===== config.mk =====
export PLATFORM = sky130hd
export DESIGN_NAME = bss_sequencer
export DESIGN_NICKNAME = d
export VERILOG_FILES = /design/src/rtl/bss_pkg.sv /design/src/rtl/bss_sequencer.sv
export VERILOG_INCLUDE_DIRS = /design/src /design/src/rtl
export SDC_FILE = /design/constraint.sdc
export NUM_CORES = 1
export LEC_CHECK = 0
export ABC_AREA = 1
export BUFFER_PORTS_ARGS = -buffer_cell sky130_fd_sc_hd__clkbuf_2
export CORE_ASPECT_RATIO = 0.8
export CORE_MARGIN = 1
export CORE_UTILIZATION = 54
export CTS_BUF_LIST = sky130_fd_sc_hd__clkbuf_8
export DETAILED_ROUTE_END_ITERATION = 6
export GPL_ROUTABILITY_DRIVEN = 0
export PLACE_DENSITY = 0.84
export REMOVE_ABC_BUFFERS = 1
export SYNTH_ARGS = -nofsm -noshare
export SYNTH_HDL_FRONTEND = slang
export SYNTH_SLANG_ARGS = --single-unit

===== constraint.sdc =====
create_clock -name core_clk -period 4.7 [get_ports core_clk]
set_clock_uncertainty 0.2 [all_clocks]
set_input_delay 0.705 -clock core_clk [delete_from_list [all_inputs] [get_ports core_clk]]
set_output_delay 0.705 -clock core_clk [all_outputs]
set_load 0.03 [all_outputs]

===== src/rtl/bss_cfg.svh =====
/*
 * Named constants of the buck switch sequencer: timing figures, counts and register offsets.
 * Assumes it is included by bare name after the package, and only for its definitions.
 */
`ifndef BSS_CFG_SVH
`define BSS_CFG_SVH

// ----------------------------------------------------------------------------
// Timing
// ----------------------------------------------------------------------------
`define BSS_CLK_HZ 25000000
`define BSS_CLK_NS 40
`define BSS_SW_HZ 2000000
`define BSS_MINON_NS 40
`define BSS_SS_US 1000
`define BSS_PG_US 184

// ----------------------------------------------------------------------------
// Counts and widths
// ----------------------------------------------------------------------------
`define BSS_LIGHT_N 64
`define BSS_STAY_N 3
`define BSS_HIBER_N 5
`define BSS_REF_W 8

// ----------------------------------------------------------------------------
// Register map and reset values
// ----------------------------------------------------------------------------
`define BSS_ADR_CTRL 4'h0
`define BSS_ADR_STAT 4'h4
`define BSS_ADR_CNT 4'h8
`define BSS_CTRL_FPWM 0
`define BSS_CTRL_RST 1'h0

`endif


===== src/rtl/bss_pkg.sv =====
/*
 * Types shared by the buck switch sequencer: comparator bundle, state codes, status word.
 * Assumes the comparator outputs are already synchronous to the core clock.
 */
package bss_pkg;

    // Comparator decisions from the analog side, all active high.
    typedef struct packed {
        logic fbBelowRef;
        logic pwmTrip;
        logic peakLimit;
        logic belowRecovery;
        logic peakLight;
        logic peak500;
        logic iZero;
        logic outAboveRise;
        logic outBelowFall;
    } bss_sense_t;

    // Gray along idle, high side, low side, floating, hibernate.
    typedef enum logic [2:0] {
        ST_IDLE = 3'h0,
        ST_HS = 3'h1,
        ST_LS = 3'h3,
        ST_FLOAT = 3'h2,
        ST_HIBER = 3'h6,
        ST_CLIM = 3'h5
    } bss_state_t;

    // Status word as software reads it.
    typedef struct packed {
        logic [15:0] zero;
        logic [7:0] refLevel;
        logic hsOn;
        logic lsOn;
        logic pgArmed;
        logic ssDone;
        logic hibernating;
        logic pfmMode;
        logic pfmAllowed;
        logic captured;
    } bss_status_t;

endpackage : bss_pkg


===== src/rtl/bss_sequencer.sv =====
/*
 * Switch sequencer of a synchronous step-down converter: gate drive, light-load mode,
 * soft-start reference, power-good and a classic Wishbone register slave.
 * Assumes comparator and pin inputs are synchronous to core_clk and the gate drivers
 * add their own analog dead time on top of the one idle cycle given here.
 */
`timescale 1ns/10ps
`include "bss_cfg.svh"

// Overview of operation
// [RULE1] Mode input is captured once enabled and supplies ready, held while enabled.
// [RULE2] Grounded mode input gives forced PWM; open input allows pulse skipping.
// [RULE3] Later changes on the mode input are ignored.
// [RULE4] Forced PWM switches every period and keeps low side on through zero current.
// [RULE5] Each clock fall turns high side on, held at least until the clock rise.
// [RULE6] PWM comparator trip ends on-time; low side on for rest of period.
// [RULE7] Peak current limit turns high side off and low side on at once.
// [RULE8] After a limit, low side stays on until the rise after recovery current.
// [RULE9] Pulse skipping starts after 64 light cycles and then zero current.
// [RULE10] In pulse skipping, feedback low fires high side until 500mA.
// [RULE11] After such a pulse low side runs to zero current, then both off.
// [RULE12] Pulse skipping blocks reverse current and skips pulses.
// [RULE13] Feedback high for 3 falls after floating keeps pulse skipping.
// [RULE14] Feedback high for 5 cycles after floating enters hibernate.
// [RULE15] Feedback low within 3 falls after floating leaves pulse skipping.
// [RULE16] Enable starts a 1ms ramp of the regulation reference from zero.
// [RULE17] Enable low holds both switches off and everything in shutdown.
// [RULE18] Power good releases above 93.5%, pulls low below 90%, holds between.
// [RULE19] Power good stays low until 184us after soft-start completes.
// [RULE20] During soft-start no current is sunk from a prebiased output.
// [RULE21] Any cycle reaching the light-load threshold clears the light counter.
// [RULE22] High and low side are never on together; break before make.
// [RULE23] Leaving pulse skipping resumes fixed frequency at the next clock fall.
module bss_sequencer
    import bss_pkg::*;
#(
    parameter int SW_PERIOD = `BSS_CLK_HZ / `BSS_SW_HZ,
    parameter int SS_CYCLES = `BSS_SS_US * (`BSS_CLK_HZ / 1000000),
    parameter int PG_CYCLES = `BSS_PG_US * (`BSS_CLK_HZ / 1000000),
    parameter int REF_W = `BSS_REF_W
) (
    input logic core_clk,
    input logic nrst,
    input logic enable,
    input logic suppliesReady,
    input logic modeOpen,
    input bss_sense_t sense,
    input logic powerOkIn,
    output logic powerOkOut,
    output logic powerOkOe,
    output logic hsGate,
    output logic lsGate,
    output logic [REF_W-1:0] refLevel,
    input logic wb_cyc_i,
    input logic wb_stb_i,
    input logic wb_we_i,
    input logic [3:0] wb_adr_i,
    input logic [3:0] wb_sel_i,
    input logic [31:0] wb_dat_i,
    output logic [31:0] wb_dat_o,
    output logic wb_ack_o
);

    // ------------------------------------------------------------------------
    // Derived counts
    // ------------------------------------------------------------------------
    localparam int MINON_CYC = (`BSS_MINON_NS + `BSS_CLK_NS - 1) / `BSS_CLK_NS;
    localparam int SS_STEP = ((SS_CYCLES >> REF_W) > 0) ? (SS_CYCLES >> REF_W) : 1;
    localparam int SWW = $clog2(SW_PERIOD);
    localparam int SSW = $clog2(SS_STEP + 1);
    localparam int PGW = $clog2(PG_CYCLES + 1);
    localparam int LW = $clog2(`BSS_LIGHT_N + 1);
    localparam int FW = $clog2(`BSS_HIBER_N + 1);
    localparam logic [SWW-1:0] SW_LAST = SWW'(SW_PERIOD - 1);
    localparam logic [SWW-1:0] SW_PRE_RISE = SWW'(MINON_CYC - 1);
    localparam logic [SSW-1:0] SS_LAST = SSW'(SS_STEP - 1);
    localparam logic [PGW-1:0] PG_LAST = PGW'(PG_CYCLES - 1);
    localparam logic [LW-1:0] LIGHT_N = LW'(`BSS_LIGHT_N);
    localparam logic [FW-1:0] STAY_N = FW'(`BSS_STAY_N);
    localparam logic [FW-1:0] HIBER_N = FW'(`BSS_HIBER_N);
    localparam logic [REF_W-1:0] REF_MAX = '1;

    // Address match shared by the write and the read path.
    function automatic logic bss_hit(input logic [3:0] adr, input logic [3:0] off);
        bss_hit = (adr == off);
    endfunction : bss_hit

    logic captured;
    logic pfmAllowed;
    logic [SWW-1:0] swCnt;
    logic swFall;
    logic swRise;
    logic [SSW-1:0] ssCnt;
    logic [PGW-1:0] pgCnt;
    logic pgArmed;
    logic [LW-1:0] lightCnt;
    logic [FW-1:0] floatFalls;
    logic minOnDone;
    logic clRecovered;
    logic pfmMode;
    logic pfmNext;
    logic forcePwm;
    bss_state_t state;
    bss_state_t stateNext;
    bss_status_t status;
    logic running;
    logic ssDone;
    logic lightDone;
    logic wbReq;

    assign running = enable && captured;
    assign ssDone = (refLevel == REF_MAX);
    assign lightDone = (lightCnt == LIGHT_N);
    assign wbReq = wb_cyc_i && wb_stb_i && !wb_ack_o;
    // Open drain: the pin is only ever pulled low, the enable does the work.
    assign powerOkOut = 1'h0;

    // ------------------------------------------------------------------------
    // Mode capture
    // ------------------------------------------------------------------------
    // Latched once per enabled period; nothing else ever writes it.
    always_ff @(posedge core_clk or negedge nrst) begin
        if (!nrst) begin
            captured <= 1'h0;
            pfmAllowed <= 1'h0;
        end else if (!enable) begin
            captured <= 1'h0;
            pfmAllowed <= 1'h0;
        end else if (!captured && suppliesReady) begin
            captured <= 1'h1; // [RULE1]
            pfmAllowed <= modeOpen; // [RULE2]
        end
    end

    mode_hold_a: assert property (@(posedge core_clk) disable iff (!nrst) // [RULE3]
        captured && $past(captured) |-> $stable(pfmAllowed))
        else $error("Captured mode changed while enabled.");

    // ------------------------------------------------------------------------
    // Switching clock divider
    // ------------------------------------------------------------------------
    // The fall pulse opens a period; the rise pulse follows after the minimum on-time.
    always_ff @(posedge core_clk or negedge nrst) begin
        if (!nrst) begin
            swCnt <= '0;
            swFall <= 1'h0;
            swRise <= 1'h0;
        end else if (!running) begin
            swCnt <= '0;
            swFall <= 1'h0;
            swRise <= 1'h0;
        end else begin
            swCnt <= (swCnt == SW_LAST) ? '0 : swCnt + 1'h1;
            swFall <= (swCnt == SW_LAST);
            swRise <= (swCnt == SW_PRE_RISE);
        end
    end

    // ------------------------------------------------------------------------
    // Soft-start reference and power-good delay
    // ------------------------------------------------------------------------
    // The reference steps up once per SS_STEP cycles, so it tops out after REF_MAX steps, just short of SS_CYCLES.
    always_ff @(posedge core_clk or negedge nrst) begin
        if (!nrst) begin
            ssCnt <= '0;
            refLevel <= '0;
        end else if (!running) begin
            ssCnt <= '0;
            refLevel <= '0;
        end else if (!ssDone) begin
            ssCnt <= (ssCnt == SS_LAST) ? '0 : ssCnt + 1'h1; // [RULE16]
            refLevel <= (ssCnt == SS_LAST) ? refLevel + 1'h1 : refLevel; // [RULE16]
        end
    end

    always_ff @(posedge core_clk or negedge nrst) begin
        if (!nrst) begin
            pgCnt <= '0;
            pgArmed <= 1'h0;
        end else if (!running) begin
            pgCnt <= '0;
            pgArmed <= 1'h0;
        end else if (ssDone && !pgArmed) begin
            pgCnt <= pgCnt + 1'h1;
            pgArmed <= (pgCnt == PG_LAST); // [RULE19]
        end
    end

    // Hysteresis: between the two thresholds the last decision stands.
    always_ff @(posedge core_clk or negedge nrst) begin
        if (!nrst) begin
            powerOkOe <= 1'h1;
        end else if (!pgArmed) begin
            powerOkOe <= 1'h1; // [RULE19]
        end else if (sense.outBelowFall) begin
            powerOkOe <= 1'h1; // [RULE18]
        end else if (sense.outAboveRise) begin
            powerOkOe <= 1'h0; // [RULE18]
        end
    end

    pg_early_a: assert property (@(posedge core_clk) disable iff (!nrst) // [RULE19]
        !ssDone ##1 ssDone |-> powerOkOe [*8])
        else $error("Power good released too soon after soft-start.");

    pg_fall_a: assert property (@(posedge core_clk) disable iff (!nrst) // [RULE18]
        pgArmed && sense.outBelowFall |=> powerOkOe)
        else $error("Power good not pulled low below falling threshold.");

    // ------------------------------------------------------------------------
    // Light-load counter
    // ------------------------------------------------------------------------
    // Counts whole periods without a light-threshold peak; any peak restarts it.
    always_ff @(posedge core_clk or negedge nrst) begin
        if (!nrst) begin
            lightCnt <= '0;
        end else if (!running || pfmMode || forcePwm || !pfmAllowed) begin
            lightCnt <= '0;
        end else if (sense.peakLight) begin
            lightCnt <= '0; // [RULE21]
        end else if (swFall && !lightDone) begin
            lightCnt <= lightCnt + 1'h1; // [RULE9]
        end
    end

    light_clear_a: assert property (@(posedge core_clk) disable iff (!nrst) // [RULE21]
        sense.peakLight |=> lightCnt == '0)
        else $error("Light counter survived a heavy cycle.");

    // ------------------------------------------------------------------------
    // Switch state machine
    // ------------------------------------------------------------------------
    // Next state from comparators; the current limit overrides the loop.
    always_comb begin
        stateNext = state;
        pfmNext = pfmMode;
        if (!running) begin
            stateNext = ST_IDLE; // [RULE17]
            pfmNext = 1'h0;
        end else begin
            case (state)
                ST_IDLE: begin
                    if (swFall) begin
                        stateNext = ST_HS; // [RULE5] [RULE23]
                    end
                end
                ST_HS: begin
                    if (sense.peakLimit) begin
                        stateNext = ST_CLIM; // [RULE7]
                    end else if (pfmMode && sense.peak500) begin
                        stateNext = ST_LS; // [RULE10]
                    end else if (!pfmMode && sense.pwmTrip && minOnDone) begin
                        stateNext = ST_LS; // [RULE6] [RULE5]
                    end
                end
                ST_LS: begin
                    if (pfmMode && sense.iZero) begin
                        stateNext = ST_FLOAT; // [RULE11] [RULE12]
                    end else if (lightDone && sense.iZero) begin
                        stateNext = ST_FLOAT; // [RULE9]
                        pfmNext = 1'h1;
                    end else if (!ssDone && sense.iZero) begin
                        stateNext = ST_FLOAT; // [RULE20]
                    end else if (!pfmMode && swFall) begin
                        stateNext = ST_HS; // [RULE4]
                    end
                end
                ST_FLOAT: begin
                    if (swFall && !pfmMode) begin
                        stateNext = ST_HS;
                    end else if (swFall && sense.fbBelowRef && floatFalls < STAY_N) begin
                        stateNext = ST_IDLE; // [RULE15] [RULE23]
                        pfmNext = 1'h0;
                    end else if (swFall && sense.fbBelowRef) begin
                        stateNext = ST_HS; // [RULE13] [RULE10]
                    end else if (swFall && floatFalls == HIBER_N - 1'h1) begin
                        stateNext = ST_HIBER; // [RULE14]
                    end
                end
                ST_HIBER: begin
                    if (swFall && sense.fbBelowRef) begin
                        stateNext = ST_HS; // [RULE10]
                    end
                end
                ST_CLIM: begin
                    if (swRise && clRecovered) begin
                        stateNext = ST_LS; // [RULE8]
                    end
                end
                default: begin
                    stateNext = ST_IDLE;
                end
            endcase
        end
    end

    always_ff @(posedge core_clk or negedge nrst) begin
        if (!nrst) begin
            state <= ST_IDLE;
            pfmMode <= 1'h0;
        end else begin
            state <= stateNext;
            pfmMode <= pfmNext;
        end
    end

    // Falls with feedback above reference since the switch node went floating.
    always_ff @(posedge core_clk or negedge nrst) begin
        if (!nrst) begin
            floatFalls <= '0;
        end else if (stateNext == ST_FLOAT && state != ST_FLOAT) begin
            floatFalls <= '0;
        end else if (swFall && (state == ST_FLOAT || state == ST_HIBER) &&
                     !sense.fbBelowRef && floatFalls != HIBER_N) begin
            floatFalls <= floatFalls + 1'h1; // [RULE13] [RULE14]
        end
    end

    // Minimum on-time and current-limit recovery trackers.
    always_ff @(posedge core_clk or negedge nrst) begin
        if (!nrst) begin
            minOnDone <= 1'h0;
            clRecovered <= 1'h0;
        end else begin
            if (stateNext == ST_HS && state != ST_HS) begin
                minOnDone <= 1'h0;
            end else if (swRise) begin
                minOnDone <= 1'h1; // [RULE5]
            end
            // Only a drop seen before the rising edge counts, never the same cycle.
            clRecovered <= (state == ST_CLIM) && (clRecovered || sense.belowRecovery); // [RULE8]
        end
    end

    // ------------------------------------------------------------------------
    // Gate drive
    // ------------------------------------------------------------------------
    // Turning on waits for the other gate to be off, which costs one cycle of dead time.
    always_ff @(posedge core_clk or negedge nrst) begin
        if (!nrst) begin
            hsGate <= 1'h0;
            lsGate <= 1'h0;
        end else begin
            hsGate <= (stateNext == ST_HS) && !lsGate; // [RULE22]
            lsGate <= (stateNext == ST_LS || stateNext == ST_CLIM) && !hsGate; // [RULE22]
        end
    end

    gates_excl_a: assert property (@(posedge core_clk) disable iff (!nrst) // [RULE22]
        !(hsGate && lsGate) and !($fell(lsGate) && $rose(hsGate)))
        else $error("High and low side gates overlap.");

    shutdown_off_a: assert property (@(posedge core_clk) disable iff (!nrst) // [RULE17]
        !enable |=> !hsGate && !lsGate && refLevel == '0)
        else $error("Switching while disabled.");

    climit_a: assert property (@(posedge core_clk) disable iff (!nrst) // [RULE7]
        state == ST_HS && running && sense.peakLimit |=> state == ST_CLIM && !hsGate ##1 lsGate)
        else $error("Current limit did not swap the switches.");

    cl_hold_a: assert property (@(posedge core_clk) disable iff (!nrst) // [RULE8]
        state == ST_CLIM && running && !clRecovered |=> state == ST_CLIM)
        else $error("Low side released before current recovered.");

    minon_a: assert property (@(posedge core_clk) disable iff (!nrst) // [RULE5]
        state == ST_LS && $past(state) == ST_HS && !pfmMode |-> $past(minOnDone))
        else $error("On-time ended before the clock rise.");

    pfm_entry_a: assert property (@(posedge core_clk) disable iff (!nrst) // [RULE9]
        $rose(pfmMode) |-> $past(lightCnt) == LIGHT_N && state == ST_FLOAT)
        else $error("Pulse skipping entered without 64 light cycles.");

    pfm_zero_a: assert property (@(posedge core_clk) disable iff (!nrst) // [RULE11]
        pfmMode && running && state == ST_LS && sense.iZero |=> state == ST_FLOAT ##1 !lsGate && !hsGate)
        else $error("Low side not released at zero current.");

    hiber_a: assert property (@(posedge core_clk) disable iff (!nrst) // [RULE14]
        $rose(state == ST_HIBER) |-> floatFalls == HIBER_N && pfmMode)
        else $error("Hibernate entered on the wrong count.");

    pfm_exit_a: assert property (@(posedge core_clk) disable iff (!nrst) // [RULE15]
        $fell(pfmMode) && running |-> state == ST_IDLE && $past(floatFalls) < STAY_N)
        else $error("Pulse skipping left on the wrong count.");

    // ------------------------------------------------------------------------
    // Wishbone slave
    // ------------------------------------------------------------------------
    // Single-cycle answer; an unmapped address is acknowledged and reads as zero.
    always_ff @(posedge core_clk or negedge nrst) begin
        if (!nrst) begin
            wb_ack_o <= 1'h0;
        end else begin
            wb_ack_o <= wbReq;
        end
    end

    // Forcing PWM only blocks entry into pulse skipping, it never disturbs a cycle in flight.
    always_ff @(posedge core_clk or negedge nrst) begin
        if (!nrst) begin
            forcePwm <= `BSS_CTRL_RST;
        end else if (wbReq && wb_we_i && wb_sel_i[0] && bss_hit(wb_adr_i, `BSS_ADR_CTRL)) begin
            forcePwm <= wb_dat_i[`BSS_CTRL_FPWM];
        end
    end

    always_comb begin
        status = '0;
        status.refLevel = 8'(refLevel);
        status.hsOn = hsGate;
        status.lsOn = lsGate;
        status.pgArmed = pgArmed;
        status.ssDone = ssDone;
        status.hibernating = (state == ST_HIBER);
        status.pfmMode = pfmMode;
        status.pfmAllowed = pfmAllowed;
        status.captured = captured;
        status.zero[0] = powerOkIn;
    end

    always_ff @(posedge core_clk or negedge nrst) begin
        if (!nrst) begin
            wb_dat_o <= '0;
        end else if (wbReq && !wb_we_i && bss_hit(wb_adr_i, `BSS_ADR_CTRL)) begin
            wb_dat_o <= 32'(forcePwm);
        end else if (wbReq && !wb_we_i && bss_hit(wb_adr_i, `BSS_ADR_STAT)) begin
            wb_dat_o <= status;
        end else if (wbReq && !wb_we_i && bss_hit(wb_adr_i, `BSS_ADR_CNT)) begin
            wb_dat_o <= {16'h0000, 8'(floatFalls), 8'(lightCnt)};
        end else begin
            wb_dat_o <= '0;
        end
    end

endmodule : bss_sequencer


==> results.ini <==
[synthesis]
synth.avg_cell_area_um2 = 8.25
synth_area_leaders = dfrtp_1 46%, nand2_1 7.1%, inv_1 6.4%, nor2_1 5.8%, nand3_1 4.7%
yosysMostFrequentCell = nand2_1
synth-seq-cells = 75
synth-seq-area-share_pct = 46.4
synth_cell_types = 42
synthArstFlopShare_pct = 100
ys.warnings.count = 0
syn_inst = 491
netlist_area_um2 = 4050
synth_flop_cell = dfrtp_1
yosysTopAreaCellShare_pct = 45.7
synthTopCellsByCount = 77 x nand2_1, 74 x dfrtp_1, 69 x inv_1, 63 x nor2_1, 38 x nand3_1
synth-edff-count = 0
synth_top_cell_by_area = dfrtp_1

[finish]
num_antenna_cells = 0
area_growth_pct = 11.5
nNetsFinal = 616
layout-drive-gt1-share_pct = 17.8
fin_util_pct = 63.9

[cts]
cts_hold_buf = 0
insertion_delay_ns = 0.37
path_clk_slew_ns = 0.08
cts_sinks = 75
cts_root_buf = clkbuf_8
cts_buffers = 9
clock_path_buffers = 2
cts_tree = done
cts.repair.resized = 0
postCtsSetupBuffers = 0
htree_levels = 3

[status]
status = completed

[floorplanning]
start_util_pct = 57.3
rows = 27
die_x_um = 98.8
ios = 103
core_um2 = 7060
design.die.area_um2 = 7850
die_h_um = 79.5

[power]
power.switching_uw = 323
p_leak_uw = 0.00222
internal_power_uw = 915
combPwrFrac_pct = 7.1
seqPwrFrac_pct = 53.2
p_sw_share_pct = 26.1
clockPowerShare_pct = 39.8
irDropWorstVdd_mv = 0.187
power_density_nw_per_um2 = 274

[place]
port_buffers = 52
dp_hpwl_um = 6170

[global_route]
grt_usage_pct = 24.3
antenna_found_initial = 0
grt_pass1_vias = 3259
grt_max_degree = 42
grt_pass1_wl_um = 14900
gr-total-overflow = 0

[sta]
max_freq_mhz = 373
fin_tns_setup_ns = 0
slew_headroom_pct = 41.7
worst_pin_slew_ns = 0.872
min_period_over_period_pct = 57.1
slew_viol_final = 0
final.min_clock_period_ns = 2.68
setup_viol = 0
grt_setup_unrepaired = no
hold_viol = 0

[worst_setup_path]
crit_path_frequent_cell = nand2_1
path_cells = clkbuf_2 -> nand2_1 -> inv_2 -> nand3_1 -> nor3_4 -> nand2_1 -> nand2_1 -> o21ai_0 -> a21oi_1
start_kind = input pin
cpPeakStageDelay_ns = 0.61
cp.required_ns = 4.79
crit_path_max_fanout = 31
slowest_stage = inv_2
cp-end-kind = flop
startpoint = enable
crit_arrival_ns = 2.77
crit_type = in -> reg
r2r-start = captured

[detailed_routing]
drt_iter0_drc = 201
ant_nets = 0
vias_per_cell = 5.29
first_pass_iters = 5
vias = 3383
routed_wl_um = 8520
drcViolationCount = 0
avgRoutedWirePerCell_um = 13.3

[job]
cap_violations = 0

[min_path]
hp-class = in -> async

==> cells in the final DEF (no fill, tap or decap), types with 2 or more instances in the layout <==
cell,instances
conb_1,16
a21oi_1,24
nand2_4,3
clkinv_4,2
nor3_1,10
nor2_2,3
or2_2,3
o21ai_2,3
dfrtp_1,74
inv_2,3
inv_1,69
nor2_1,63
o21ai_0,31
inv_4,2
nand4_1,8
nand2_1,77
nand3_1,38
clkinvlp_4,2
clkbuf_8,9
xor2_1,10
nor4_1,3
clkbuf_2,51
o31ai_1,4
o22ai_1,6
a31oi_1,2
a211oi_1,3
nand3b_1,3
ha_1,11
clkinv_2,3
nand2_2,2
==> metrics by stage <==
stage          instance area, um^2  total power, uW  worst slack [ns]  hold slack (ns)  cells
2_1_floorplan                 3950              722              2.34            0.209    483
3_3_place_gp                  4320              756              1.74            0.268    623
3_5_place_dp                  4320              759              1.66            0.284    623
4_1_cts                       4510             1250              2.00            0.244    639
5_1_grt                       4510             1280              1.77            0.278    639
6_report                      4510             1240              2.02            0.211    639
==> power by group through the flow <==
stage               registers [uW]  clock network [uW]  logic, uW
floorplan                      674                   0       48.8
global placement               671                   0       85.1
detailed placement             671                   0       88.2
CTS                            659                 500       88.7
global route                   660                 526       99.1
finish                         658                 492       87.3
==> path summary, 6_finish.rpt <==
check | to | slack, ns | cells past startpoint
max | lightCnt[2] | 2.02 | 9
min | ssCnt[1] | 0.21 | 1
max reg2reg | lightCnt[2] | 2.11 | 8
min reg2reg | hsGate | 0.30 | 1
max in group asynchronous | pgCnt[12] | 3.08 | 2
min in group core_clk | hsGate | 0.30 | 1
==> critical path: cells and delay by family <==
kind,cells,cell delay (ns)
compound gates,2,0.20
buf+inv,2,0.71
simple gates,5,1.14
==> state kept, by name, indices dropped and copies added, names as in the netlist, 3 cells and up <==
register    cells
floatFalls      3
lightCnt        7
pgCnt          13
refLevel        8
ssCnt           7
state           3
swCnt           4
wb_dat_o       17
==> area by class of cell <==
type | count | area, um^2
Tap cell | 87 | 109
Clock inverter | 7 | 68.8
Sequential cell | 75 | 1880
Inverter | 75 | 292
Clock buffer | 9 | 124
Multi-Input combinational cell | 333 | 1780
Fill cell | 599 | 2550
Timing Repair Buffer | 53 | 268
==> logic make-up after synthesis <==
kind of cell / synth area share, %
simple gates: 26.1
buf+inv: 11.2
compound gates: 10.4
flops: 46.4
fa+ha+maj: 3.40
xor+xnor: 2.16
other cells: 0.0926
mux: 0.278
==> layer usage <==
layer  global-route usage, %  wire length, um  vias up
met4                    7.61              119        0
li1                        -                -     1677
met1                    32.4             4020     1576
met5                       0                0        -
met2                    39.2             3890      118
met3                    6.22              490       12
No activity file was read; power rests on OpenSTA's default activity.
